## config.mk

```make
export PLATFORM = sky130hd
export DESIGN_NAME = pbw_sequencer
export DESIGN_NICKNAME = d
export VERILOG_FILES = /design/src/verilog/pbw_pkg.sv /design/src/verilog/pbw_sequencer.sv
export SDC_FILE = /design/constraint.sdc
export NUM_CORES = 1
export LEC_CHECK = 0
export ABC_AREA = 1
export BUFFER_PORTS_ARGS = -buffer_cell sky130_fd_sc_hd__buf_2
export CELL_PAD_IN_SITES_DETAIL_PLACEMENT = 2
export CELL_PAD_IN_SITES_GLOBAL_PLACEMENT = 2
export CORE_MARGIN = 1.5
export CORE_UTILIZATION = 36
export CTS_CLUSTER_DIAMETER = 100
export CTS_CLUSTER_SIZE = 14
export DETAILED_ROUTE_END_ITERATION = 8
export PLACE_DENSITY = 0.84
export SLEW_MARGIN = 40
export SYNTH_ARGS = -nofsm -noshare
export SYNTH_HDL_FRONTEND = slang
export SYNTH_SLANG_ARGS = --single-unit
```

## constraint.sdc

```tcl
create_clock -name core_clk -period 3.2 [get_ports core_clk]
set_clock_uncertainty 0.15 [all_clocks]
set_input_delay 0.48 -clock core_clk [delete_from_list [all_inputs] [get_ports core_clk]]
set_output_delay 0.48 -clock core_clk [all_outputs]
set_load 0.02 [all_outputs]
```

## src/verilog/pbw_pkg.sv

```systemverilog
// Holds the shared constants of the power button and wake sequencer.
// Assumes a 10 MHz always-on standby clock; counts derive from it.
package pbw_pkg;

  // System power states, kept in standby logic
  typedef enum logic [2:0] {
    PBW_WORK,
    PBW_S3,
    PBW_S4,
    PBW_S5,
    PBW_G3
  } pbw_state_e;

  // Clock period of the standby clock
  localparam longint unsigned CLK_PERIOD_NS = 64'd100;
  localparam longint unsigned NS_PER_MS     = 64'd1000000;

  // Long press threshold and contact debounce time, in milliseconds
  localparam longint unsigned LONG_PRESS_MS = 64'd4000;
  localparam longint unsigned DEBOUNCE_MS   = 64'd10;

  // Cycle counts derived from the times; long press exact means long
  localparam longint unsigned LONG_PRESS_CYC = (LONG_PRESS_MS * NS_PER_MS + CLK_PERIOD_NS - 64'd1) / CLK_PERIOD_NS;
  localparam longint unsigned DEBOUNCE_CYC   = (DEBOUNCE_MS * NS_PER_MS + CLK_PERIOD_NS - 64'd1) / CLK_PERIOD_NS;

  // Width of the press and debounce counters; holds 40,000,000
  localparam int unsigned CNT_W = 26;

  // Counter start value
  localparam logic [CNT_W-1:0] CNT_ZERO = 26'h0000000;
  localparam logic [CNT_W-1:0] CNT_ONE  = 26'h0000001;

endpackage

```

## src/verilog/pbw_sequencer.sv

```systemverilog
// Holds the power state sequencer: switch timing, wake gating, power enables.
// Assumes all inputs are synchronous to core_clk and that core_clk and
// sys_rst live on standby power; sleep requests come from the OS side.
//
// Function
// - From soft-off, short press then release powers system on to working.
// - In working, short press gives soft-off; long press forces fail-safe soft-off.
// - In sleep, short press wakes to working; long press goes to soft-off.
// - Switch, RTC, LAN, PCIe wake and PME wake from S3, S4 and S5.
// - USB and serial wake only from S3; USB unpowered in S4 and S5.
// - PS/2 wakes S3, S4, S5; a setting limits S4 and S5 wake to special keys.
// - Leaving S5 is a cold boot; S3 resumes from RAM, S4 from disk.
// - Five states; non-working states cut main power, wake logic keeps standby except in G3.
`timescale 1ns/10ps

module pbw_sequencer
  import pbw_pkg::*;
#(
  parameter longint unsigned LONG_CYC = LONG_PRESS_CYC,
  parameter longint unsigned DEB_CYC  = DEBOUNCE_CYC
) (
  input  wire logic       core_clk,
  input  wire logic       sys_rst,
  input  wire logic       pwr_sw_n,
  input  wire logic       standby_ok,
  input  wire logic       rtc_alarm,
  input  wire logic       lan_wake,
  input  wire logic       pcie_wake_n,
  input  wire logic       pci_pme_n,
  input  wire logic       usb_wake,
  input  wire logic       serial_wake,
  input  wire logic       ps2_wake,
  input  wire logic       ps2_special_key,
  input  wire logic       ps2_s5_combo_only,
  input  wire logic       sleep_req,
  input  wire logic       sleep_to_disk,
  input  wire logic       soft_off_req,
  output pbw_state_e      sys_state,
  output logic            main_pwr_en,
  output logic            usb_pwr_en,
  output logic            wake_pwr_en,
  output logic            cold_boot,
  output logic            resume_ram,
  output logic            resume_disk
);

  // ****************************************************************
  // Switch debounce and press timing
  // ****************************************************************

  pbw_state_e       state;
  pbw_state_e       next_state;
  logic [CNT_W-1:0] deb_cnt;
  logic             deb_pressed;
  logic             deb_prev;
  logic [CNT_W-1:0] press_cnt;
  logic             long_done;

  wire logic raw_pressed = ~pwr_sw_n;
  wire logic raw_differs = raw_pressed != deb_pressed;
  wire logic deb_settled = raw_differs && (deb_cnt == CNT_W'(DEB_CYC - 64'd1));
  wire logic long_hit    = deb_pressed && !long_done && (press_cnt == CNT_W'(LONG_CYC - 64'd1));
  wire logic released    = deb_prev && !deb_pressed;
  wire logic short_rel   = released && !long_done;
  wire logic press_sat   = press_cnt == CNT_W'(LONG_CYC - 64'd1);

  // Level must hold for the whole debounce time before it is believed
  always_ff @(posedge core_clk) begin
    if (sys_rst) begin
      deb_cnt     <= CNT_ZERO;
      deb_pressed <= 1'b0;
      deb_prev    <= 1'b0;
    end else begin
      deb_cnt     <= (raw_differs && !deb_settled) ? deb_cnt + CNT_ONE : CNT_ZERO;
      deb_pressed <= deb_settled ? raw_pressed : deb_pressed;
      deb_prev    <= deb_pressed;
    end
  end

  // Press counter saturates so a held switch never wraps to a short press
  always_ff @(posedge core_clk) begin
    if (sys_rst) begin
      press_cnt <= CNT_ZERO;
      long_done <= 1'b0;
    end else begin
      press_cnt <= !deb_pressed ? CNT_ZERO : (press_sat ? press_cnt : press_cnt + CNT_ONE);
      long_done <= long_hit ? 1'b1 : (released ? 1'b0 : long_done);
    end
  end

  // ****************************************************************
  // Wake source gating
  // ****************************************************************

  wire logic sleeping  = (state == PBW_S3) || (state == PBW_S4) || (state == PBW_S5);
  wire logic in_s3     = state == PBW_S3;
  // No disk context is kept here; S4 is treated like S5 for gating
  wire logic deep      = (state == PBW_S4) || (state == PBW_S5);
  wire logic wake_ext  = rtc_alarm || lan_wake || !pcie_wake_n || !pci_pme_n;
  wire logic wake_s3   = in_s3 && (usb_wake || serial_wake);
  // Deep sleep PS/2 wake can be held to combination or power key only
  wire logic ps2_ok    = ps2_wake && (!deep || !ps2_s5_combo_only || ps2_special_key);
  wire logic wake_any  = sleeping && (wake_ext || wake_s3 || ps2_ok || short_rel);

  // ****************************************************************
  // State sequencing
  // ****************************************************************

  // Standby loss wins, then the forced long press, then wake and OS requests
  always_comb begin
    next_state = state;
    if (!standby_ok) begin
      next_state = PBW_G3;
    end else begin
      case (state)
        PBW_G3: begin
          next_state = PBW_S5;
        end
        PBW_WORK: begin
          if (long_hit || short_rel || soft_off_req) begin
            next_state = PBW_S5;
          end else if (sleep_req) begin
            next_state = sleep_to_disk ? PBW_S4 : PBW_S3;
          end
        end
        PBW_S3, PBW_S4: begin
          if (long_hit) begin
            next_state = PBW_S5;
          end else if (wake_any) begin
            next_state = PBW_WORK;
          end
        end
        PBW_S5: begin
          // A long press here is ignored; only a short release or wake boots
          if (wake_any) begin
            next_state = PBW_WORK;
          end
        end
        default: begin
          next_state = PBW_S5;
        end
      endcase
    end
  end

  wire logic next_main = next_state == PBW_WORK;
  wire logic next_usb  = (next_state == PBW_WORK) || (next_state == PBW_S3);
  wire logic next_wake = next_state != PBW_G3;
  wire logic to_work   = next_main && (state != PBW_WORK);

  // Enables and resume pulses are registered beside the state itself
  always_ff @(posedge core_clk) begin
    if (sys_rst) begin
      state       <= PBW_S5;
      main_pwr_en <= 1'b0;
      usb_pwr_en  <= 1'b0;
      wake_pwr_en <= 1'b1;
      cold_boot   <= 1'b0;
      resume_ram  <= 1'b0;
      resume_disk <= 1'b0;
    end else begin
      state       <= next_state;
      main_pwr_en <= next_main;
      usb_pwr_en  <= next_usb;
      wake_pwr_en <= next_wake;
      cold_boot   <= to_work && (state == PBW_S5);
      resume_ram  <= to_work && (state == PBW_S3);
      resume_disk <= to_work && (state == PBW_S4);
    end
  end

  assign sys_state = state;
endmodule

```

==> impl_metrics.yaml <==
outcome:
  status: "finished, final reports clean"
place:
  numPortBuffers: 24
  dp.cells: 621
  postPlaceCellArea_um2: 3570
  dp_hpwl_um: 8440
  place_congestion: 0.888
min_path:
  hold_path.class: "primary input to flop"
cells_and_area:
  seq_area_um2: 1280
  n_fill_cell: 1094
  fin_nets: 542
  area_growth_pct: 14.7
  final_cell_count_no_fill: 637
  drive_gt1_share_pct: 12.7
  finalInstanceArea_um2: 3830
  diodes: 0
  fin_util_pct: 43.3
  multi_input_area_um2: 1770
sta:
  setup_violations: 0
  slew_headroom_pct: 51.0
  fin_hold_ws_ns: 0.203
  rsz0062_at_grt: "false"
  tightest_slew_ns: 0.730
  setup-tns-final_ns: 0
  max_clock_freq_mhz: 460
  slew_violations: 0
  post-route-period-util_pct: 67.9
  final_hold_viol_count: 0
  period_minus_slack_ns: 2.17
logic_synthesis:
  netlist_area_um2: 3340
  synth_warnings: 0
  netlist-cell-type-count: 30
  synth_seq_cells: 64
  synth_area_leaders: "dfxtp_1 (38%), nand2_1 (11%), nor2_1 (8.3%), inv_1 (7.8%), a21oi_1 (4.8%)"
  synth_fp_nets: 511
  yosysTopAreaCellShare_pct: 38.4
  synthCells: 493
  synth_top_cell_by_area: "dfxtp_1"
  synth-seq-area-share_pct: 38.4
  syn_area_per_cell_um2: 6.77
clocking:
  ctsResizeCount: 0
  post-cts-setup-buffers: 0
  worstSkewPairLatency_ns: 0.36
  clk_transition_reported_paths_ns: 0.08
  cts_tree: "done"
  clkSinkCount: 64
  cts_max_level: 3
  cts_hold_buffers: 0
  clockBufferDepth: 2
  cts_inserted_buffers: 9
  root_buffer: "clkbuf_8"
global_route:
  grt_pass1_vias: 3681
  antenna_found_initial: 0
  grtUsageTotal_pct: 24.5
  grt_pass1_wl_um: 18900
  overflow: 0
  grt_start_max_net_pins: 27
floorplanning:
  die_w_um: 99.3
  die-area_um2: 9860
  boundaryPins: 25
  start_util_pct: 37.7
  die_h_um: 99.3
  fp-row-count: 34
  core_um2: 8850
routing:
  routed_wl_um: 11300
  first_iter_violations: 148
  dr.pass1.iters: 4
  vias: 3366
  viasPerCell: 5.28
  wl_per_cell_um: 17.7
  route.detailed.drc: 0
  ant_nets: 0
worst_setup_path:
  critPathKind: "flop to flop"
  required_ns: 3.28
  slowest_stage: "dfxtp_1"
  worstPathArrival_ns: 2.25
  cp-end-kind: "flop"
  path_cells: "ha_1 -> inv_2 -> nor2_4 -> nand2_4 -> nor3_4 -> nand3_1 -> or2_0 -> nor2_1 -> nor3b_2"
  startpoint_type: "flop"
  rrSetupSlack_ns: 1.03
  cp_max_fo: 6
  slowest_delay_ns: 0.42
job:
  cap_viol_max_count: 0
pwr:
  combPwrFrac_pct: 3.5
  sequentialPowerShare_pct: 45.6
  switchingPower_uw: 406
  clkPwrFrac_pct: 50.9
  powerDensity_nw_per_um2: 463
  ir_worst_vdd_v: 0.000232
  leakagePower_nw: 1.37
  p_int_mw: 1.37
  switching_share_pct: 22.9
[metrics by stage]
stage | power, mW | worst slack (ns)
2_1_floorplan | 0.862 | 1.42
3_3_place_gp | 0.886 | 1.20
3_5_place_dp | 0.890 | 1.09
4_1_cts | 1.79 | 1.02
5_1_grt | 1.84 | 0.850
6_report | 1.77 | 1.03
[placed cells by master, fill, tap and decap left out, drive strengths merged]
cell,instances
or2,11
bufinv,3
dfxtp,64
clkinvlp,1
xor2,9
nand3,31
inv,71
buf,24
a31oi,1
xnor2,4
ha,2
nor2,78
clkinv,2
nand4,19
clkbuf,10
o21ai,10
nor4,7
nor3b,10
a21oi,32
nand2,106
nor3,32
o31ai,1
o21bai,1
[kinds of logic after synthesis]
| family | Yosys count | synth area share [%] |
|---|---|---|
| xor+xnor | 13 | 3.41 |
| simple gates | 294 | 42.0 |
| flops | 64 | 38.4 |
| buf+inv | 75 | 8.51 |
| fa+ha+maj | 2 | 0.750 |
| compound gates | 45 | 6.94 |
[cell type report]
class                           count  area share, %
Multi-Input combinational cell    354           46.3
Inverter                           71           6.96
Tap cell                          108           3.53
Clock buffer                       10           3.60
Timing Repair Buffer               24           3.14
Sequential cell                    64           33.5
Clock inverter                      6           3.01
[path summary, 6_finish.rpt]
path	end	startpoint	depth (start not counted)
max	press_cnt[24]$_SDFFE_PP0P_	press_cnt[0]$_SDFFE_PP0P_	9
min	sys_state[2]$_SDFF_PP0_	standby_ok	2
max reg2reg	press_cnt[24]$_SDFFE_PP0P_	press_cnt[0]$_SDFFE_PP0P_	9
min reg2reg	deb_cnt[0]$_SDFF_PP0_	deb_cnt[0]$_SDFF_PP0_	1
[synthesized netlist by cell type]
master / n
nand3_1: 31
nand4_1: 19
nor3_2: 4
xor2_1: 9
nor2_2: 1
inv_1: 69
inv_2: 2
a31oi_1: 1
o31ai_1: 1
clkbuf_1: 2
nor3b_2: 2
dfxtp_1: 64
nor2_1: 74
nor3_1: 27
buf_2: 2
nand2_1: 99
or2_2: 7
xnor2_1: 4
a21oi_1: 32
or2_0: 4
nor3_4: 1
nand2_4: 1
o21ai_1: 1
nor3b_1: 8
nor2_4: 3
nor4_1: 7
o21bai_1: 1
ha_1: 2
o21ai_0: 9
nand2_2: 6
[power by group through the flow]
stage	sequential, mW	clock (mW)	combinational [mW]
final	0.808	0.903	0.0614
after global routing	0.810	0.958	0.0696
after CTS	0.809	0.921	0.0627
after detailed placement	0.828	0	0.0623
after global placement	0.827	0	0.0593
after floorplan	0.834	0	0.0278
[critical path: cells and delay by family, from the launching register on]
kind	cells	cell delay [ns]
flip-flops	1	0.42
buffers and inverters	1	0.10
AND/OR/NAND/NOR	7	1.05
adder cells (fa/ha/maj)	1	0.32
[layer usage]
metal / vias up / track usage, % / routed length, µm
li1: 1658 / - / -
met5: - / 0 / 0
met2: 46 / 41.6 / 5290
met1: 1650 / 32.5 / 5480
met3: 12 / 3.23 / 324
met4: 0 / 7.15 / 153
Power figures use the tool's default switching activity.
